**src/rtra_cfg.svh**
```systemverilog
// Offsets, field positions, reset values and counts for the tick, round reset and alarm block.
// Assumes a 32-bit word-aligned register map with byte-wide registers.
`ifndef RTRA_CFG_SVH
`define RTRA_CFG_SVH

// Byte addresses of the register words
`define RTRA_OFF_CLOCK_CONTROL 32'h15700040
`define RTRA_OFF_TICK_COUNT_CONTROL 32'h15700044
`define RTRA_OFF_ALARM_CONTROL 32'h15700050
`define RTRA_OFF_ALARM_SECOND 32'h15700054
`define RTRA_OFF_ALARM_MINUTE 32'h15700058
`define RTRA_OFF_ALARM_HOUR 32'h1570005c
`define RTRA_OFF_ALARM_DAY 32'h15700060
`define RTRA_OFF_ROUND_RESET_CONTROL 32'h1570006c

// Reset values
`define RTRA_RST_CLOCK_CONTROL 8'h00
`define RTRA_RST_TICK_COUNT_CONTROL 8'h00
`define RTRA_RST_ALARM_CONTROL 8'h00
`define RTRA_RST_ALARM_SECOND 8'h00
`define RTRA_RST_ALARM_MINUTE 8'h00
`define RTRA_RST_ALARM_HOUR 8'h00
`define RTRA_RST_ALARM_DAY 8'h01
`define RTRA_RST_ROUND_RESET_CONTROL 8'h00

// Writable bit masks, reserved bits read as zero
`define RTRA_MSK_CLOCK_CONTROL 8'h0f
`define RTRA_MSK_ALARM_CONTROL 8'h7f
`define RTRA_MSK_ALARM_SECOND 8'h7f
`define RTRA_MSK_ALARM_MINUTE 8'h7f
`define RTRA_MSK_ALARM_HOUR 8'h3f
`define RTRA_MSK_ALARM_DAY 8'h3f
`define RTRA_MSK_ROUND_RESET_CONTROL 8'h0f

// Field positions
`define RTRA_CC_IFACE_EN 0
`define RTRA_CC_CLK_SEL 1
`define RTRA_CC_CHAIN_SEL 2
`define RTRA_CC_DIV_RST 3
`define RTRA_TICK_EN 7
`define RTRA_AC_GLOBAL_EN 6
`define RTRA_RR_ENABLE 3

// Crystal divider: 2^15 for seconds, 2^8 rising crystal edges per 1/128 s
`define RTRA_DIV_WIDTH 15
`define RTRA_DIV_SEC_LAST 15'h7fff
`define RTRA_DIV_TICK_LAST 8'hff

// BCD limits of the time counters
`define RTRA_SEC_LAST 8'h59
`define RTRA_MIN_LAST 8'h59
`define RTRA_HOUR_LAST 8'h23
`define RTRA_DAY_LAST 8'h31
`define RTRA_DAY_FIRST 8'h01
`define RTRA_ZERO_FIRST 8'h00

// Round boundaries in BCD seconds
`define RTRA_ROUND_30 8'h30
`define RTRA_ROUND_40 8'h40
`define RTRA_ROUND_50 8'h50

`endif

```
**src/rtra_pkg.sv**
```systemverilog
// Types shared by the tick, round reset and alarm block.
// Assumes rtra_cfg.svh supplies the numeric constants.
package rtra_pkg;
  typedef logic [7:0] rtra_byte_type;
  typedef logic [31:0] rtra_word_type;
  typedef logic [3:0] rtra_sel_type;
  typedef enum logic [2:0] {
    RTRA_BOUND_30 = 3'h3,
    RTRA_BOUND_40 = 3'h4,
    RTRA_BOUND_50 = 3'h5
  } rtra_bound_type;
endpackage

```
**src/rtra_tick_round_alarm.sv**
```systemverilog
// Tick interrupt, round second reset, control and alarm registers of a calendar clock.
// Assumes a classic Wishbone master on clk_i and a slow crystal square wave on xtal_i.
`timescale 1ns/1ps
`include "rtra_cfg.svh"

// What this block does
// RQ1: Tick period is (n+1)/128 seconds
// RQ2: Tick interrupt fires when count reaches zero
// RQ3: Tick register: enable bit 7, count 6:0
// RQ4: Reads return programmed count, not live count
// RQ5: Round reset forces seconds to zero
// RQ6: Seconds beyond boundary carry one into minutes; code carries only with merged counters (control bit 2 low)
// RQ7: Software uses single-byte accesses only
// RQ8: Control bit 0 low blocks writes, reads work; code keeps the control register itself writable
// RQ9: Software sets enable after reset, clears before off
// RQ10: Control bit 1 picks divided or raw crystal
// RQ11: Control bit 2 merges or separates counters
// RQ12: Control bit 3 holds divider in reset
// RQ13: Alarm control: global enable 6, field enables 5:0
// RQ14: Power-down alarm also drives wakeup output
// RQ15: Alarm second: tens 6:4, units 3:0
// RQ16: Alarm minute: tens 6:4, units 3:0
// RQ17: Alarm hour: tens 5:4, units 3:0
// RQ18: Alarm day: tens 5:4, units 3:0, reset 01
// RQ19: Byte lane lowest in little, highest in big endian
// RQ20: Boundary codes 011/100/101 are 30/40/50 seconds
// RQ21: Round reset register bit 3 enables round reset
// RQ22: Alarm when all enabled fields match time
// RQ23: Tick counter reloads at zero and continues
module rtra_tick_round_alarm (
  input wire logic clk_i,
  input wire logic rst_i,
  input wire logic cyc_i,
  input wire logic stb_i,
  input wire logic we_i,
  input wire rtra_pkg::rtra_word_type adr_i,
  input wire rtra_pkg::rtra_sel_type sel_i,
  input wire rtra_pkg::rtra_word_type dat_i,
  output rtra_pkg::rtra_word_type dat_o,
  output logic ack_o,
  input wire logic xtal_i,
  input wire logic big_endian_i,
  input wire logic power_down_i,
  input wire logic [1:0] yr_mo_match_i,
  output logic tick_irq_o,
  output logic alarm_irq_o,
  output logic power_wakeup_out_o,
  output rtra_pkg::rtra_byte_type second_bcd_value_o,
  output rtra_pkg::rtra_byte_type minute_bcd_value_o,
  output rtra_pkg::rtra_byte_type hour_bcd_value_o,
  output rtra_pkg::rtra_byte_type day_bcd_value_o
);
  import rtra_pkg::*;

  // One BCD step: wraps from last to first, returns {wrap, next}
  function automatic logic [8:0] bcd_step(input rtra_byte_type v, input rtra_byte_type last,
                                          input rtra_byte_type first);
    logic [8:0] r;
    r = {1'b0, v + 8'h01};
    if (v == last) begin
      r = {1'b1, first};
    end else if (v[3:0] == 4'h9) begin
      r = {1'b0, v[7:4] + 4'h1, 4'h0};
    end
    return r;
  endfunction

  // Word address match, used for every register
  function automatic logic word_hit(input rtra_word_type a, input rtra_word_type off);
    return a[31:2] == off[31:2];
  endfunction

  // Seconds past the chosen boundary; every other code rounds with no carry
  // BCD seconds order the same way as binary, so a plain compare works
  function automatic logic round_over(input logic [2:0] code, input rtra_byte_type s);
    logic r;
    r = 1'b0;
    if (code == RTRA_BOUND_30) begin
      r = s > `RTRA_ROUND_30;
    end else if (code == RTRA_BOUND_40) begin
      r = s > `RTRA_ROUND_40;
    end else if (code == RTRA_BOUND_50) begin
      r = s > `RTRA_ROUND_50;
    end
    return r;
  endfunction

  rtra_byte_type clock_control_q;
  rtra_byte_type tick_count_control_q;
  rtra_byte_type alarm_control_q;
  rtra_byte_type alarm_second_q;
  rtra_byte_type alarm_minute_q;
  rtra_byte_type alarm_hour_q;
  rtra_byte_type alarm_day_q;
  rtra_byte_type round_reset_control_q;
  rtra_word_type dat_q;
  logic ack_q;
  logic xtal_meta_q;
  logic xtal_sync_q;
  logic xtal_prev_q;
  logic endian_meta_q;
  logic endian_sync_q;
  logic [`RTRA_DIV_WIDTH-1:0] div_q;
  logic [6:0] tick_cnt_q;
  logic tick_irq_q;
  rtra_byte_type sec_q;
  rtra_byte_type min_q;
  rtra_byte_type hour_q;
  rtra_byte_type day_q;
  logic time_moved_q;
  logic alarm_q;
  logic wakeup_q;

  // Bus request decode
  // An answered request is not taken twice; a held strobe acks every other cycle
  wire bus_req = cyc_i & stb_i & ~ack_q;
  wire hit_cc = word_hit(adr_i, `RTRA_OFF_CLOCK_CONTROL);
  wire hit_tc = word_hit(adr_i, `RTRA_OFF_TICK_COUNT_CONTROL);
  wire hit_ac = word_hit(adr_i, `RTRA_OFF_ALARM_CONTROL);
  wire hit_as = word_hit(adr_i, `RTRA_OFF_ALARM_SECOND);
  wire hit_am = word_hit(adr_i, `RTRA_OFF_ALARM_MINUTE);
  wire hit_ah = word_hit(adr_i, `RTRA_OFF_ALARM_HOUR);
  wire hit_ad = word_hit(adr_i, `RTRA_OFF_ALARM_DAY);
  wire hit_rr = word_hit(adr_i, `RTRA_OFF_ROUND_RESET_CONTROL);

  // Byte lane follows the endian pin: lane 0 little, lane 3 big
  wire lane_en = endian_sync_q ? sel_i[3] : sel_i[0]; // [RQ19]
  wire [7:0] wr_byte = endian_sync_q ? dat_i[31:24] : dat_i[7:0]; // [RQ19]
  wire iface_en = clock_control_q[`RTRA_CC_IFACE_EN];
  // Only the control register itself stays writable while the interface is off
  wire wr_ok = bus_req & we_i & lane_en & (iface_en | hit_cc); // [RQ8]
  wire wr_cc = wr_ok & hit_cc;
  wire wr_tc = wr_ok & hit_tc;
  wire wr_ac = wr_ok & hit_ac;
  wire wr_as = wr_ok & hit_as;
  wire wr_am = wr_ok & hit_am;
  wire wr_ah = wr_ok & hit_ah;
  wire wr_ad = wr_ok & hit_ad;
  wire wr_rr = wr_ok & hit_rr;

  // Read mux; tick register shows the programmed count, never the live one
  wire [7:0] rd_byte = ({8{hit_cc}} & clock_control_q)
                     | ({8{hit_tc}} & tick_count_control_q) // [RQ4]
                     | ({8{hit_ac}} & alarm_control_q)
                     | ({8{hit_as}} & alarm_second_q)
                     | ({8{hit_am}} & alarm_minute_q)
                     | ({8{hit_ah}} & alarm_hour_q)
                     | ({8{hit_ad}} & alarm_day_q)
                     | ({8{hit_rr}} & round_reset_control_q);
  // Unused lanes read zero so a wider load still sees one clean byte
  wire [31:0] rd_word = endian_sync_q ? {rd_byte, 24'h000000} : {24'h000000, rd_byte}; // [RQ19]

  // Crystal edge and divider pulses
  wire xtal_rise = xtal_sync_q & ~xtal_prev_q;
  wire div_hold = clock_control_q[`RTRA_CC_DIV_RST];
  wire tick_pulse = xtal_rise & ~div_hold & (div_q[7:0] == `RTRA_DIV_TICK_LAST);
  wire sec_div = xtal_rise & ~div_hold & (div_q == `RTRA_DIV_SEC_LAST);
  // Test setting counts on every rising crystal edge
  wire sec_pulse = clock_control_q[`RTRA_CC_CLK_SEL] ? xtal_rise : sec_div; // [RQ10]
  wire merged = ~clock_control_q[`RTRA_CC_CHAIN_SEL];

  // Round reset: a write with the enable bit set requests one round
  wire round_go = wr_rr & wr_byte[`RTRA_RR_ENABLE]; // [RQ21]
  wire [2:0] bound_code = wr_byte[2:0];
  wire beyond = round_over(bound_code, sec_q); // [RQ20]
  wire round_carry = round_go & beyond; // [RQ6]

  // Time counter chain
  wire [8:0] sec_nx = bcd_step(sec_q, `RTRA_SEC_LAST, `RTRA_ZERO_FIRST);
  wire [8:0] min_nx = bcd_step(min_q, `RTRA_MIN_LAST, `RTRA_ZERO_FIRST);
  wire [8:0] hour_nx = bcd_step(hour_q, `RTRA_HOUR_LAST, `RTRA_ZERO_FIRST);
  wire [8:0] day_nx = bcd_step(day_q, `RTRA_DAY_LAST, `RTRA_DAY_FIRST);
  // Separated counters all step on the count pulse for test
  wire min_adv = merged ? ((sec_pulse & sec_nx[8] & ~round_go) | round_carry) : sec_pulse; // [RQ11]
  wire hour_adv = merged ? (min_adv & min_nx[8]) : sec_pulse; // [RQ11]
  wire day_adv = merged ? (hour_adv & hour_nx[8]) : sec_pulse; // [RQ11]

  // Alarm compare, each field ignored unless its enable is set
  wire [5:0] field_ok;
  assign field_ok[0] = ~alarm_control_q[0] | (sec_q == alarm_second_q);
  assign field_ok[1] = ~alarm_control_q[1] | (min_q == alarm_minute_q);
  assign field_ok[2] = ~alarm_control_q[2] | (hour_q == alarm_hour_q);
  assign field_ok[3] = ~alarm_control_q[3] | (day_q == alarm_day_q);
  assign field_ok[4] = ~alarm_control_q[4] | yr_mo_match_i[0];
  assign field_ok[5] = ~alarm_control_q[5] | yr_mo_match_i[1];
  // Judged once per time change so a match raises one event, not a level
  wire alarm_hit = time_moved_q & alarm_control_q[`RTRA_AC_GLOBAL_EN] & (&field_ok); // [RQ22]

  // Wishbone answer: one wait state, ack drops the cycle after
  always_ff @(posedge clk_i) begin
    if (rst_i) begin
      ack_q <= 1'b0;
      dat_q <= 32'h00000000;
    end else begin
      ack_q <= bus_req;
      dat_q <= bus_req ? rd_word : 32'h00000000;
    end
  end

  // Control and tick registers
  always_ff @(posedge clk_i) begin
    if (rst_i) begin
      clock_control_q <= `RTRA_RST_CLOCK_CONTROL;
      tick_count_control_q <= `RTRA_RST_TICK_COUNT_CONTROL;
      round_reset_control_q <= `RTRA_RST_ROUND_RESET_CONTROL;
    end else begin
      if (wr_cc) begin
        clock_control_q <= wr_byte & `RTRA_MSK_CLOCK_CONTROL; // [RQ8] [RQ12]
      end
      if (wr_tc) begin
        tick_count_control_q <= wr_byte; // [RQ3]
      end
      if (wr_rr) begin
        round_reset_control_q <= wr_byte & `RTRA_MSK_ROUND_RESET_CONTROL; // [RQ21]
      end
    end
  end

  // Alarm registers, reserved bits forced to zero
  always_ff @(posedge clk_i) begin
    if (rst_i) begin
      alarm_control_q <= `RTRA_RST_ALARM_CONTROL;
      alarm_second_q <= `RTRA_RST_ALARM_SECOND;
      alarm_minute_q <= `RTRA_RST_ALARM_MINUTE;
      alarm_hour_q <= `RTRA_RST_ALARM_HOUR;
      alarm_day_q <= `RTRA_RST_ALARM_DAY; // [RQ18]
    end else begin
      if (wr_ac) begin
        alarm_control_q <= wr_byte & `RTRA_MSK_ALARM_CONTROL; // [RQ13]
      end
      if (wr_as) begin
        alarm_second_q <= wr_byte & `RTRA_MSK_ALARM_SECOND; // [RQ15]
      end
      if (wr_am) begin
        alarm_minute_q <= wr_byte & `RTRA_MSK_ALARM_MINUTE; // [RQ16]
      end
      if (wr_ah) begin
        alarm_hour_q <= wr_byte & `RTRA_MSK_ALARM_HOUR; // [RQ17]
      end
      if (wr_ad) begin
        alarm_day_q <= wr_byte & `RTRA_MSK_ALARM_DAY; // [RQ18]
      end
    end
  end

  // Pin synchronisers, two flops before any use
  // The previous-level flop reads only the second stage, never the first
  always_ff @(posedge clk_i) begin
    if (rst_i) begin
      xtal_meta_q <= 1'b0;
      xtal_sync_q <= 1'b0;
      xtal_prev_q <= 1'b0;
      endian_meta_q <= 1'b0;
      endian_sync_q <= 1'b0;
    end else begin
      xtal_meta_q <= xtal_i;
      xtal_sync_q <= xtal_meta_q;
      xtal_prev_q <= xtal_sync_q;
      endian_meta_q <= big_endian_i;
      endian_sync_q <= endian_meta_q;
    end
  end

  // Crystal divider, held at zero while its reset bit is set
  // With control bit 1 low, holding the divider freezes seconds at a known value for test
  always_ff @(posedge clk_i) begin
    if (rst_i || div_hold) begin
      div_q <= '0; // [RQ12]
    end else if (xtal_rise) begin
      div_q <= div_q + 15'h0001; // [RQ10]
    end
  end

  // Tick counter: n down to zero is n+1 ticks of 1/128 s
  // Disabling or rewriting reloads n; the divider runs on, so the first period can fall short of n+1 ticks
  always_ff @(posedge clk_i) begin
    if (rst_i) begin
      tick_cnt_q <= 7'h00;
      tick_irq_q <= 1'b0;
    end else begin
      tick_irq_q <= 1'b0;
      if (wr_tc || !tick_count_control_q[`RTRA_TICK_EN]) begin
        tick_cnt_q <= wr_tc ? wr_byte[6:0] : tick_count_control_q[6:0]; // [RQ3]
      end else if (tick_pulse) begin
        if (tick_cnt_q == 7'h00) begin
          tick_irq_q <= 1'b1; // [RQ2]
          tick_cnt_q <= tick_count_control_q[6:0]; // [RQ23] [RQ1]
        end else begin
          tick_cnt_q <= tick_cnt_q - 7'h01; // [RQ4] [RQ1]
        end
      end
    end
  end

  // Time counters; a round reset beats a same-cycle second step
  // With merged counters, round carry rides on the minute step, so hours and days follow it
  always_ff @(posedge clk_i) begin
    if (rst_i) begin
      sec_q <= `RTRA_ZERO_FIRST;
      min_q <= `RTRA_ZERO_FIRST;
      hour_q <= `RTRA_ZERO_FIRST;
      day_q <= `RTRA_DAY_FIRST;
      time_moved_q <= 1'b0;
    end else begin
      time_moved_q <= sec_pulse | round_go;
      if (round_go) begin
        sec_q <= `RTRA_ZERO_FIRST; // [RQ5]
      end else if (sec_pulse) begin
        sec_q <= sec_nx[7:0];
      end
      if (min_adv) begin
        min_q <= min_nx[7:0]; // [RQ6]
      end
      if (hour_adv) begin
        hour_q <= hour_nx[7:0];
      end
      if (day_adv) begin
        day_q <= day_nx[7:0];
      end
    end
  end

  // Alarm outputs; wakeup only while the system is powered down
  // Power state is taken at the same edge as the alarm, so both pulses line up
  always_ff @(posedge clk_i) begin
    if (rst_i) begin
      alarm_q <= 1'b0;
      wakeup_q <= 1'b0;
    end else begin
      alarm_q <= alarm_hit; // [RQ14]
      wakeup_q <= alarm_hit & power_down_i; // [RQ14]
    end
  end

  // Every output is a register, no logic between flop and port
  assign dat_o = dat_q;
  assign ack_o = ack_q;
  assign tick_irq_o = tick_irq_q;
  assign alarm_irq_o = alarm_q;
  assign power_wakeup_out_o = wakeup_q;
  assign second_bcd_value_o = sec_q;
  assign minute_bcd_value_o = min_q;
  assign hour_bcd_value_o = hour_q;
  assign day_bcd_value_o = day_q;
endmodule

```
**config.mk**
```make
export PLATFORM = sky130hd
export DESIGN_NAME = rtra_tick_round_alarm
export DESIGN_NICKNAME = d
export VERILOG_FILES = /design/src/rtra_pkg.sv /design/src/rtra_tick_round_alarm.sv
export VERILOG_INCLUDE_DIRS = /design/src
export SDC_FILE = /design/constraint.sdc
export NUM_CORES = 1
export LEC_CHECK = 0
export ABC_AREA = 1
export BUFFER_PORTS_ARGS = -buffer_cell sky130_fd_sc_hd__buf_2
export CAP_MARGIN = 0
export CORE_ASPECT_RATIO = 0.7
export CORE_MARGIN = 1
export CORE_UTILIZATION = 55
export CTS_CLUSTER_DIAMETER = 80
export CTS_CLUSTER_SIZE = 12
export DETAILED_ROUTE_END_ITERATION = 7
export GPL_ROUTABILITY_DRIVEN = 0
export GPL_TIMING_DRIVEN = 0
export MAX_ROUTING_LAYER = met4
export PLACE_DENSITY = 0.77
export SYNTH_ARGS = -nofsm -noshare
export SYNTH_HDL_FRONTEND = slang
export SYNTH_SLANG_ARGS = --single-unit
```
**constraint.sdc**
```tcl
create_clock -name clk_i -period 2.7 [get_ports clk_i]
set_input_delay 0 -clock clk_i [delete_from_list [all_inputs] [get_ports clk_i]]
set_output_delay 0 -clock clk_i [all_outputs]
set_load 0.05 [all_outputs]
```
# Word-level counts from Yosys, hierarchy flattened
# Cells that the tools add are included.
# W data, S select, Z words.
[totals]
regBits = 145
latch_bits = 0
ram_bits = 0
romBits = 0
in_bits = 78
out_inout_bits = 68
word_cells = 161
mem_count = 0
[op_classes]
add_sub_neg = 10
multipliers = 0
n_div = 0
n_lt_le_gt_ge = 3
n_eq_ne = 25
shifts = 0
mux = 22
n_bitwise = 63
reduce_logical = 11
[ops]
columns = ["cell", "count"]
rows = [
  ["$eq A30 B27 Y1 const B", 8],
  ["$or A8 B8 Y8", 7],
  ["$mux W8", 6],
  ["$add A8 B1 Y8 const B", 4],
  ["$mux W7", 4],
  ["$mux W9", 3],
  ["$and A1 B1 Y1", 26],
  ["$and A8 B7 Y8", 3],
  ["$add A4 B1 Y4 const B", 4],
  ["$and A8 B4 Y8", 2],
  ["$and A8 B6 Y8", 2],
  ["$eq A4 B4 Y1 const B", 4],
  ["$eq A8 B6 Y1", 2],
  ["$eq A8 B6 Y1 const B", 2],
  ["$eq A8 B7 Y1", 2],
  ["$eq A8 B7 Y1 const B", 2],
  ["$gt A8 B7 Y1 const B", 2],
  ["$add A15 B1 Y15 const B", 1],
  ["$eq A15 B15 Y1 const B", 1],
  ["$not A1 Y1", 13],
  ["$mux W1", 9],
  ["$or A1 B1 Y1", 9],
  ["$reduce_or A3 Y1", 3],
  ["$and A8 B8 Y8", 1],
  ["other kinds (11)", 14],
]

# Longest topological paths before layout
# Gate-level depths: netlist of run 1.
[depth]
depth_word = 15
ltp_mapped = 19
depth_no_buf = 18

# Worst setup path before layout of run 1
# Ideal clock, no wire load.
[synth_timing]
kind = "register to register"
from = "reg sec_q[4] (netlist: second_bcd_value_o[4])"
to = "reg hour_q[3] (netlist: hour_bcd_value_o[3])"
setup_ns = 0.123
arrival_ns = 2.221
required_time_ns = 2.577
path_slack_ns = 0.356
path_stages_with_launch = 19
path_cell_list = "dfxtp_1 inv_1 ha_1 inv_1 a21oi_1 nor2_1 nand2_1 nand2_1 nand2_1 nand2_1 nand2_1 nand2_1 nand3_2 nand2_2 buf_6 nand2_4 buf_6 o21ai_1 a21oi_1"
[synth_via]
elab_chain_len = 9
[synth_lines]
columns = ["element", "line_no", "text"]
rows = [
  ["start, declared", "rtra_tick_round_alarm.sv:106", "rtra_byte_type sec_q;"],
  ["start signal, assigned", "rtra_tick_round_alarm.sv:299", "sec_q <= `RTRA_ZERO_FIRST;"],
  ["start signal, assigned", "rtra_tick_round_alarm.sv:307", "sec_q <= `RTRA_ZERO_FIRST;"],
  ["start signal, assigned", "rtra_tick_round_alarm.sv:309", "sec_q <= sec_nx[7:0];"],
  ["$gt A8 B7 Y1 (no source line)", "-", ""],
  ["$mux W1", "rtra_tick_round_alarm.sv:82", "end else if (code == RTRA_BOUND_50) begin"],
  ["$mux W1", "rtra_tick_round_alarm.sv:80", "end else if (code == RTRA_BOUND_40) begin"],
  ["$mux W1", "rtra_tick_round_alarm.sv:78", "if (code == RTRA_BOUND_30) begin"],
  ["$and A1 B1 Y1", "rtra_tick_round_alarm.sv:166", "wire round_carry = round_go & beyond;"],
  ["$or A1 B1 Y1 *", "rtra_tick_round_alarm.sv:174", "wire min_adv = merged ? ((sec_pulse & sec_nx[8] & ~round_go) | round_carry) : sec_pulse;"],
  ["$mux W1 *", "rtra_tick_round_alarm.sv:174", ""],
  ["$and A1 B1 Y1 *", "rtra_tick_round_alarm.sv:175", "wire hour_adv = merged ? (min_adv & min_nx[8]) : sec_pulse;"],
  ["$mux W1 *", "rtra_tick_round_alarm.sv:175", ""],
  ["end signal, assigned", "rtra_tick_round_alarm.sv:301", "hour_q <= `RTRA_ZERO_FIRST;"],
  ["end signal, assigned", "rtra_tick_round_alarm.sv:315", "hour_q <= hour_nx[7:0];"],
  ["end, declared", "rtra_tick_round_alarm.sv:108", "rtra_byte_type hour_q;"],
]
# Mark *: on every way between the ends. The rest lies on a longest branch, timed or not.
# A chain may end at the register's enable or synchronous reset.

# Final worst setup path of run 1
[layout_timing]
from = "reg endian_sync_q"
to = "reg hour_q[3] (netlist: hour_bcd_value_o[3])"
[layout_via]
elab_chain_len = 11
[layout_lines]
columns = ["element", "line_no", "text"]
rows = [
  ["start, declared", "rtra_tick_round_alarm.sv:102", "logic endian_sync_q;"],
  ["start signal, assigned", "rtra_tick_round_alarm.sv:260", "endian_sync_q <= endian_meta_q;"],
  ["$mux W1", "rtra_tick_round_alarm.sv:127", "wire lane_en = endian_sync_q ? sel_i[3] : sel_i[0];"],
  ["$and A1 B1 Y1 (2 in series)", "rtra_tick_round_alarm.sv:131", "wire wr_ok = bus_req & we_i & lane_en & (iface_en | hit_cc);"],
  ["$and A1 B1 Y1", "rtra_tick_round_alarm.sv:139", "wire wr_rr = wr_ok & hit_rr;"],
  ["$and A1 B1 Y1", "rtra_tick_round_alarm.sv:163", "wire round_go = wr_rr & wr_byte[`RTRA_RR_ENABLE];"],
  ["$not A1 Y1", "rtra_tick_round_alarm.sv:174", ""],
  ["$and A1 B1 Y1", "rtra_tick_round_alarm.sv:174", ""],
  ["$or A1 B1 Y1 *", "rtra_tick_round_alarm.sv:174", ""],
  ["$mux W1 *", "rtra_tick_round_alarm.sv:174", ""],
  ["$and A1 B1 Y1 *", "rtra_tick_round_alarm.sv:175", ""],
  ["$mux W1 *", "rtra_tick_round_alarm.sv:175", ""],
]
# Marked as above.

==> summary.md, run 1 <==
| Metric | Value |
|---|---|
| Async S/R FF share, synth | `0%` |
| Critical path capture point type | `register` |
| CTS buffer count | `17` |
| Hold crit path type | `input pin to register` |
| Flop-to-flop setup slack | `roughly 190 ps` |
| Worst reg2reg path depth | `13` |
| Critical path's slowest cell | `dfxtp_1` |
| Min Tclk post-route | `2510 ps` |
| Min-Delay Endpoint | `tick_count_control_q[7]` |
| Worst-path clk slew | `~60 ps` |
| Die span in y | `95.9 um` |
| CP Max Fanout | `10` |
| Sink Count | `between 100 and 150` |
| Routed length per instance | `between 10 and 15 um` |
| Max-slew violation count | `0` |
| Synth Area in XOR/XNOR | `roughly 2.8%` |
| CTS root buffer | `clkbuf_16` |
| Chip width | `136 um` |
| DRT antenna net count | `0` |
| DRT Pass-1 Iters | `5` |
| Max clock buf depth | `2` |
| Outcome | `finished with violations` |
| Die area | `between 10000 and 15000 sq um` |
| Final Cycle Share | `about 93%` |
| Detailed Route WL | `between 15000 and 20000 um` |
| Crit Path Class | `register to register` |
| Total grt overflow | `0` |
| Hold Path Depth | `4` |
| Post-DP HPWL | `about 14000 um` |
| Avg Cell Area, Syn | `around 6.9 sq um` |
| H-tree depth | `4` |
| Largest family of logic cells by synthesized area | `simple AND/OR/NAND/NOR gates` |
| Post-synthesis sequential area ratio | `a little under two fifths` |
| Post-route DRC | `0` |
| Post-synthesis mux area share | `0%` |
| Crit-path leading delay family | `simple AND/OR/NAND/NOR gates` |
| Initial drt markers | `around 600` |
| Post-Synth Adder-Cell Area | `~3%` |
| Peak VDD IR | `about 0.57 mV` |
| Crit path cell chain | `inv_2 > or2_0 > o21ai_1 > inv_1 > nand4_1 > nand2_1 > nand3_2 > nand2_2 > buf_6 > nand2_4 > buf_6 > o21ai_1 > a21oi_1` |
| Synth Cell Area | `6930 sq um` |
| Via total after detailed routing | `7109` |
| Fin Setup TNS | `0 ps` |
| Violated checks | `max-capacitance violations` |
| Worst path max stage delay | `380 ps` |
| Core Area | `between 10000 and 15000 sq um` |
| Global-route wire length before repair | `roughly 30000 um` |
| Placed Cells | `between 1000 and 1500` |
| Crit start category | `register` |
| Met3 Usage GRT | `under 10%` |
| Largest net degree at the start of global routing | `17` |
| ANT cells | `0` |
| Vias in the first global route | `between 6000 and 7000` |
| YS warnings | `0` |
| Achievable Freq | `399 MHz` |
| PortBufs | `109` |
| GRT Max-Usage Layer | `met2` |
| Starting Density | `about 58%` |
| Share of cells above drive strength 1 | `~18%` |
| Yosys reg bits | `129` |
| Crit path DAT | `between 2000 and 3000 ps` |
| Clock latency on the worst-skew pair | `~420 ps` |
| Slew @ Worst Pin | `1420 ps` |
| Final Hold Fails | `0` |
| Complex-gate fraction of the synthesized area | `~20%` |
| Worst r2r dst | `hour_bcd_value_o[3]` |
| Area growth, synth to finish | `21.5%` |
| Worst Path Required | `3050 ps` |
| Vias per cell | `about 5.4` |
| Max Cap Viol | `1` |
| Most used DFF post-synth | `dfxtp_1` |
| Slew margin rel. | `2.65%` |
| CTS tree | `built` |
| Hold path startpoint | `dat_i[31]` |
| Gr usage total | `a little over 30%` |
| Commonest non-fill, non-tap cell in the layout | `nand2_1` |
| Clock skew | `roughly 11 ps` |
| Final setup violation count | `0` |
| Fin cells | `1320` |
| Yosys cell types | `52` |
| Unrepaired setup endpoints after global routing | `no` |
| # rows | `33` |
| Pleak | `3.65 nW` |
| Number of nets in the layout | `1245` |
| Met2 Track Usage GR | `about 44%` |
| # IOs | `roughly 150` |
| Syn Inst Count | `~1000` |
| WP buf/inv | `4` |
| Grt met1 use | `a little over two fifths` |
| Post-synth EDFFs | `0` |
| Simple-gate portion of the synthesized area | `25.2%` |
| Most frequent cells in the layout | `nand2_1 (158), inv_1 (146), dfxtp_1 (129)` |
| R2R Path Start | `endian_sync_q` |
| Initial antenna violation count | `0` |
| Pwr Density | `538 nW/um^2` |
## report_power, final
| group | internal [mW] | switching (mW) | leakage [nW] |
|---|---|---|---|
| sequential | 1.91 | 0.00318 | 1.04 |
| clock | 1.48 | 0.880 | 0.289 |
| combinational | 0.0833 | 0.176 | 2.32 |
## sequential cells by signal, indices dropped and copies added (netlist names), 4 cells and up
register               count
dat_o                     16
div_q                     15
day_bcd_value_o            8
hour_bcd_value_o           8
minute_bcd_value_o         8
second_bcd_value_o         8
tick_count_control_q       8
alarm_control_q            7
alarm_minute_q             7
alarm_second_q             7
tick_cnt_q                 7
alarm_day_q                6
alarm_hour_q               6
clock_control_q            4
round_reset_control_q      4
## cell usage after synthesis, types with 2 or more instances
cell       count  share of area (%)
a21oi_2        2               0.25
nor2_2         5               0.45
nand2_4        2               0.33
a2111oi_0      2               0.25
xnor2_1        6               0.76
nand4_1       14                1.3
o2111ai_1      4               0.51
dfxtp_1      129                 37
nor4_1        11               0.99
inv_1        146                7.9
o21a_1         3               0.33
a211oi_1       5               0.54
nand3_1       34                2.5
nand2_1      158                8.6
nor2_4         2               0.33
nand2_2        7               0.63
buf_4         18                2.0
a221oi_1       5               0.63
nor2_1       124                6.7
or2_0          2               0.18
o22ai_1       14                1.3
ha_1          17                3.1
or2_2          3               0.27
a21oi_1       96                6.9
xor2_1        16                2.0
nor3b_1        2               0.22
o21ai_2        2               0.25
inv_2          8               0.43
o221ai_1       5               0.63
a31oi_1        2               0.18
nor3_1        25                1.8
o21ai_0       80                5.8
o211ai_1       5               0.54
nand3_2        4               0.58
o21ai_1        6               0.43
clkbuf_1      17               0.92
buf_6          3               0.49
## routing by layer
layer / vias up / routed length [um]
li1: 3567 / -
met1: 3192 / 8990
met2: 316 / 7690
met3: 34 / 1810
met4: 0 / 381
met5: - / 0
## cell families after synthesis
family	after synthesis
AOI/OAI and AO/OA	239
xor gates and xnor gates	22
adders and majority gates	17
buffers and inverters	195
DFF	129
other	1
and+or+nand+nor	396
## layout make-up
type / instances / area (sq um)
inverter: 156 / 588
tap: 157 / 196
buffer: 39 / 236
clock buffer: 19 / 443
timing repair buffer: 117 / 623
fill: 1033 / 3560
multi-input combinational: 690 / 3590
clock inverter: 13 / 163
sequential: 129 / 2580
## worst reg2reg max path, cell delays in order (launching register included)
cell and delay, ps:
dfxtp_1 380, inv_2 110, or2_0 210, o21ai_1 230, inv_1 270, nand4_1 290, nand2_1 110, nand3_2 90
nand2_2 110, buf_6 200, nand2_4 80, buf_6 140, o21ai_1 70, a21oi_1 150
## metrics by stage
step                      area [sq um]  util (%)  worst slack, ps  hold WS, ps  power, mW
after floorplan                   6980         -              356         94.1       2.11
after global placement            7730      64.5              143          204       2.19
after detailed placement          7730      64.5              156          213       2.20
after CTS                         8400      70.2              132         11.6       4.52
after global routing              8420      70.3             33.5         47.0       4.63
final                             8420      70.3              191         9.43       4.53
## repair_timing
item	CTS	global route
endpoints found under the setup margin	0	9
hold endpoints to repair	5	0
setup buffers	0	1
hold buffers	7	0
gates resized for setup	0	1
## how the worst max path moves through the flow
stage,startpoint,end,depth (start not counted)
5_1_grt,endian_sync_q,hour_bcd_value_o[7],15
6_report,endian_sync_q,hour_bcd_value_o[3],13
3_5_place_dp,div_q[0],day_bcd_value_o[1],14
3_3_place_gp,div_q[0],day_bcd_value_o[1],14
2_1_floorplan,second_bcd_value_o[4],hour_bcd_value_o[3],18
4_1_cts,div_q[0],day_bcd_value_o[1],14
No activity file was read; power rests on OpenSTA's default activity.
==> run 2: changes to the inputs <==
ABC_AREA = not set   (was 1)
CORE_UTILIZATION = 56   (was 55)
PLACE_DENSITY = 0.78   (was 0.77)
==> run 2 against run 1 <==
Net effect:
- the run now ends clean
- global-route usage rose by 2.4 points
- setup slack worse by 170 ps
- non-clock buffer count is 31 higher
- clock power rose by 8%
- clock-buffer cell count down 1
- largest power group unchanged
- highest routed layer unchanged
==> summary.md, run 2 <==
| Metric | Value |
|---|---|
| Outcome | `complete, no violations` |
| Gr usage total | `33.6%` |
| Initial antenna violation count | `0` |
| Pre-CTS setup slack | `-418 ps` |
| Placed Cells | `around 1100` |
| Reg area | `roughly 2600 sq um` |
| Worst reg2reg path depth | `8` |
| YS warnings | `0` |
| Most frequent cells after synthesis | `dfxtp_1 (129), nor2_1 (97), nand2_1 (59), mux2i_1 (46), a21oi_1 (33)` |
| Crit start category | `register` |
| Crit Path Class | `register to register` |
| Final Hold Fails | `0` |
| Area growth, synth to finish | `24.4%` |
| Final Cycle Share | `between 90% and 100%` |
| Clock power share | `53.6%` |
| Setup ws final | `~16 ps` |
| Critical path capture point type | `register` |
| Int Pwr | `3.67 mW` |
| DRT antenna net count | `0` |
| Die span in y | `around 97 um` |
| Switching portion of total power | `22.6%` |
| ANT cells | `0` |
| Min Tclk post-route | `2680 ps` |
| Die area | `~13000 sq um` |
| PortBufs | `~110` |
| H-tree depth | `4` |
| Via total after detailed routing | `7026` |
| Clock skew | `7.71 ps` |
| Vias in the first global route | `a little over 6000` |
| Finished Cell Area | `approximately 9000 sq um` |
| Detailed Route WL | `between 20000 and 25000 um` |
| Post-synth top area cell | `dfxtp_1` |
| Most common cell in the netlist | `dfxtp_1` |
| Synth top area share | `around 36%` |
| Achievable Freq | `373 MHz` |
| Largest net degree at the start of global routing | `17` |
| Post-DP Area | `just under 8000 sq um` |
| CTS buffer count | `17` |
| Vias per cell | `6.10` |
| Post-synth EDFFs | `0` |
| Avg Cell Area, Syn | `roughly 8.8 sq um` |
| Fin cells | `approximately 1200` |
| Worst-path clk slew | `60 ps` |
| Async S/R FF share, synth | `0%` |
| Final setup violation count | `0` |
| Syn Inst Count | `about 820` |
| Commonest non-fill, non-tap cell in the layout | `dfxtp_1` |
| Clock latency on the worst-skew pair | `420 ps` |
| CP Max Fanout | `10` |
| Filler cells | `about 970` |
| Number of nets in the layout | `1073` |
| CTS root buffer | `clkbuf_16` |
| Routed length per instance | `between 15 and 20 um` |
| Post-synthesis sequential area ratio | `between 30% and 40%` |
| Total grt overflow | `0` |
| Starting Density | `between 50% and 60%` |
| Core Area | `roughly 12000 sq um` |
| Pleak | `roughly 3.6 nW` |
| Share of cells above drive strength 1 | `22.5%` |
| Chip width | `137 um` |
| Yosys cell types | `78` |
| # IOs | `146` |
| DRT Pass-1 Iters | `6` |
| Post-DP HPWL | `15100 um` |
| Ranking of synthesized cells by area | `dfxtp_1 (36%), mux2i_1 (6.4%), nor2_1 (5.1%)` |
| Peak VDD IR | `about 0.50 mV` |
| Switching Power | `1.07 mW` |
| Area of the multi-input gates | `roughly 4300 sq um` |
| Max clock buf depth | `2` |
| Pwr Density | `533 nW/um^2` |
| Logic pwr share | `approximately 6.0%` |
| Synth Cell Area | `7140 sq um` |
| Seq pwr share | `between 40% and 50%` |
| Hold Path Depth | `4` |
| Max Cap Viol | `0` |
| Max-slew violation count | `0` |
| Max reg flops | `16` |
| Initial drt markers | `approximately 840` |
| CTS tree | `built` |
| Global-route wire length before repair | `~33000 um` |
| Slew margin rel. | `21.6%` |
| Worst Path Required | `about 3000 ps` |
| # rows | `34` |
| Slew @ Worst Pin | `1150 ps` |
| Most frequent cells in the layout | `dfxtp_1 (127), buf_2 (113), nor2_1 (97)` |
| Crit path DAT | `2990 ps` |
| Most used DFF post-synth | `dfxtp_1` |
| Hold crit path type | `input pin to register` |
| Post-route DRC | `0` |
| Yosys reg bits | `between 100 and 150` |
| Sink Count | `129` |
## run 2: changes by cell type in the layout (fill, tap and decap cells not counted), sizes merged, moves of 12 or more
cell	previous run	this run
a21oi	98	33
nor2b	0	24
buf	132	151
nand2	167	60
nor2	131	97
o21ai	88	35
inv	155	20
xor2	16	28
mux2i	0	46
nand3	38	20
## run 2: timing repair
item,4_1_cts,5_1_grt
hold endpoints to repair,5,0
gates cloned,0,0
pin swaps,3,4
setup buffers,8,8
resized for setup,9,14
hold buffers,7,0
endpoints found under the setup margin,24,26
## run 2: logic make-up (layout without fill, tap and decap cells)
logic type | after synthesis | in the layout | synth area share [%]
XOR/XNOR | 44 | 44 | 5.39
AO/OA/AOI/OAI | 151 | 151 | 15.1
buffers and inverters | 78 | 237 | 5.36
other | 1 | 16 | 0.0525
adder cells (fa/ha/maj) | 17 | 17 | 2.98
AND/OR/NAND/NOR | 340 | 340 | 26.8
flip-flops | 129 | 129 | 36.1
multiplexers | 56 | 56 | 8.07
## run 2: power by group through the flow
stage,Clock (mW),Sequential (mW),Combinational (mW)
2_1_floorplan,0,1.96,0.165
3_3_place_gp,0,1.95,0.256
3_5_place_dp,0,1.95,0.258
4_1_cts,2.54,1.91,0.271
5_1_grt,2.63,1.91,0.298
6_report,2.54,1.91,0.284
## run 2: worst max-delay path: stages, from the launching register on
cell and delay [ps]:
dfxtp_1 370, ha_1 200, and4b_2 310, nand4_1 220, a211oi_4 440, nor2_1 160
buf_2 210, nor4_2 310, mux2_1 340
## run 2: cell type report
| cell class | count | area share [%] |
|---|---|---|
| buffer | 56 | 3.43 |
| clock inverter | 13 | 2.35 |
| sequential | 129 | 29.1 |
| timing repair buffer | 131 | 8.36 |
| tap | 162 | 2.28 |
| multi-input combinational | 624 | 48.7 |
| clock buffer | 18 | 4.94 |
| inverter | 19 | 0.802 |
## run 2: final timing paths
kind / start / to / slack (ps)
hold / removal: cyc_i / dat_o[3] / 10
hold reg to reg: endian_meta_q / endian_sync_q / 440
setup / recovery: div_q[0] / minute_bcd_value_o[7] / 20
setup reg to reg: div_q[0] / minute_bcd_value_o[7] / 20
## run 2: metrics by stage
| stage | power [mW] | hold WS (ps) | setup TNS, ps | utilization (%) |
|---|---|---|---|---|
| after global routing | 4.84 | 32.1 | -58.2 | 71.6 |
| after global placement | 2.21 | 200 | -5270 | 64.0 |
| final | 4.74 | 10.4 | 0 | 71.6 |
| after CTS | 4.73 | 12.4 | 0 | 70.7 |
| after detailed placement | 2.21 | 207 | -5840 | 64.0 |
| after floorplan | 2.12 | 122 | 0 | - |
## run 2: layer usage
metal,part of all wire (%),track usage (%)
met2,42,47.7
met5,0,-
met4,1.7,8.88
met1,45,47.0
met3,11,8.45
==> run 3: changes to the inputs <==
CORE_MARGIN = 1.5   (was 1)
clock period = 2.8 ns   (was 2.7 ns; I/O delays follow)
==> run 3 against run 2 <==
Net effect:
- the flow now finishes with violations (negative hold slack)
- first-iteration DRC count shrank 16%
- wire length fell by 0.88%
- flip-flop and latch count stayed put
- sequential power down 4%
==> summary.md, run 3 (synthesis results as in run 2) <==
| Metric | Value |
|---|---|
| Outcome | `finished with violations` |
| Violated checks | `negative hold slack` |
| Pleak | `between 3 and 4 nW` |
| PnR Total Power | `between 4 and 5 mW` |
| Max-slew violation count | `0` |
| H-tree depth | `4` |
| CTS tree | `built` |
| Slew margin rel. | `a little over a fifth` |
| Routed length per instance | `~18 um` |
| Crit path DAT | `about 3000 ps` |
| Die span in y | `97.5 um` |
| Flop-to-flop setup slack | `around 89 ps` |
| Crit path to | `minute_bcd_value_o[7]` |
| Sink Count | `about 130` |
| Crit path cell chain | `ha_1 > and4b_1 > nand4_1 > a211oi_4 > nor2_1 > buf_2 > nor4_2 > mux2_1` |
| Max Cap Viol | `0` |
| Crit Path Class | `register to register` |
| Detailed Route WL | `between 20000 and 25000 um` |
| Crit. path cell count | `8` |
| Number of nets in the layout | `approximately 1100` |
| PortBufs | `approximately 110` |
| Min Tclk post-route | `~2700 ps` |
| # IOs | `between 100 and 150` |
| Initial antenna violation count | `0` |
| CTS buffer count | `17` |
| Critical path's slowest cell | `dfxtp_1` |
| Via total after detailed routing | `around 7000` |
| Final setup violation count | `0` |
| Slew @ Worst Pin | `1150 ps` |
| Commonest non-fill, non-tap cell in the layout | `dfxtp_1` |
| Post-DP HPWL | `15200 um` |
| Clock latency on the worst-skew pair | `430 ps` |
| Total grt overflow | `0` |
| Max clock buf depth | `2` |
| Fin Setup TNS | `0 ps` |
| Achievable Freq | `roughly 370 MHz` |
| Core Area | `about 12000 sq um` |
| Hold crit path type | `input pin to register` |
| Vias per cell | `roughly 6` |
| CP startpoint | `div_q[0]` |
| Die area | `between 10000 and 15000 sq um` |
| Share of cells above drive strength 1 | `about 22%` |
| R2R Path Start | `div_q[0]` |
| Worst-path clk slew | `about 60 ps` |
| Worst reg2reg path depth | `8` |
| Crit-path leading delay family | `simple AND/OR/NAND/NOR gates` |
| Post-route DRC | `0` |
| ANT cells | `0` |
| Final hold slack | `-3.73 ps` |
| Worst Path Required | `3100 ps` |
| Starting Density | `between 50% and 60%` |
| Initial drt markers | `~700` |
| Clock skew | `8.48 ps` |
| CP Max Fanout | `10` |
| Filler cells | `980` |
| Most frequent cells in the layout | `dfxtp_1 (128), buf_2 (113), nor2_1 (97)` |
| DRT antenna net count | `0` |
| WP buf/inv | `1` |
| Worst path max stage delay | `approximately 380 ps` |
| Vias in the first global route | `6232` |
| Peak VDD IR | `0.501 mV` |
| Chip width | `138 um` |
| Global-route wire length before repair | `roughly 33000 um` |
| Largest net degree at the start of global routing | `17` |
| Crit start category | `register` |
| Pwr Density | `522 nW/um^2` |
| Gr usage total | `between 30% and 40%` |
| Max reg flops | `16` |
| DRT Pass-1 Iters | `5` |
| Worst r2r dst | `minute_bcd_value_o[7]` |
| Area growth, synth to finish | `23.6%` |
| Final Cycle Share | `a little over nine tenths` |
| Critical path capture point type | `register` |
| CTS root buffer | `clkbuf_16` |
| Final Hold Fails | `1` |
| # rows | `34` |
run 3: cell count changes in the layout (fill, tap and decap cells not counted), sizes merged:
cell         previous run  this run
buf                   151       147
clkbuf                 47        50
dlygate4sd3             7         5
clkinvlp                3         2
run 3: cell type report:
type | count | area (sq um) | area share (%)
Timing Repair Buffer | 125 | 697 | 7.89
Clock buffer | 20 | 467 | 5.28
Buffer | 57 | 304 | 3.44
Clock inverter | 12 | 201 | 2.28
Multi-Input combinational cell | 624 | 4310 | 48.7
Inverter | 19 | 71.3 | 0.807
Sequential cell | 129 | 2580 | 29.3
Tap cell | 162 | 203 | 2.29
run 3: worst min-delay path by stage:
| stage | startpoint | endpoint | slack (ps) | depth (start not counted) |
|---|---|---|---|---|
| 2_1_floorplan | power_down_i | power_wakeup_out_o | 120 | 1 |
| 3_3_place_gp | power_down_i | power_wakeup_out_o | 200 | 2 |
| 3_5_place_dp | power_down_i | power_wakeup_out_o | 210 | 2 |
| 4_1_cts | dat_i[7] | tick_count_control_q[7] | 2 | 4 |
| 5_1_grt | dat_i[7] | tick_count_control_q[7] | 50 | 4 |
| 6_report | dat_i[7] | tick_count_control_q[7] | -4 | 4 |
run 3: worst reg2reg max path, stage by stage, from the launching register on:
cell and delay, ps:
dfxtp_1 380, ha_1 220, and4b_1 340, nand4_1 230
a211oi_4 390, nor2_1 150, buf_2 210, nor4_2 330
mux2_1 360
run 3: per-stage QoR:
step / cells / utilization, % / instance area, sq um / setup WS [ps]
finish: 1148 / 71.1 / 8830 / 88.6
global route: 1148 / 71.1 / 8830 / -44.8
CTS: 1146 / 70.5 / 8760 / 20.9
detailed placement: 1101 / 64.0 / 7950 / -268
global placement: 1101 / 64.0 / 7950 / -262
floorplan: 831 / - / 7210 / 119
run 3: routing by layer:
metal	track usage (%)	vias up	part of all wire [%]
met5	-	-	0
met4	9.64	0	2.5
met3	8.82	57	11
met2	44.5	400	41
met1	45.2	3190	46
li1	-	3266	-
run 3: power breakdown:
part           internal [mW]  switching [mW]
Clock                   1.65           0.846
Sequential              1.84         0.00341
Combinational         0.0896           0.179
run 3: timing repair:
action,CTS,global route
gates resized for setup,5,10
endpoints found under the setup margin,21,26
pin swaps,3,2
endpoints found under the hold margin,4,0
buffers inserted,8,4
hold buffers,5,0
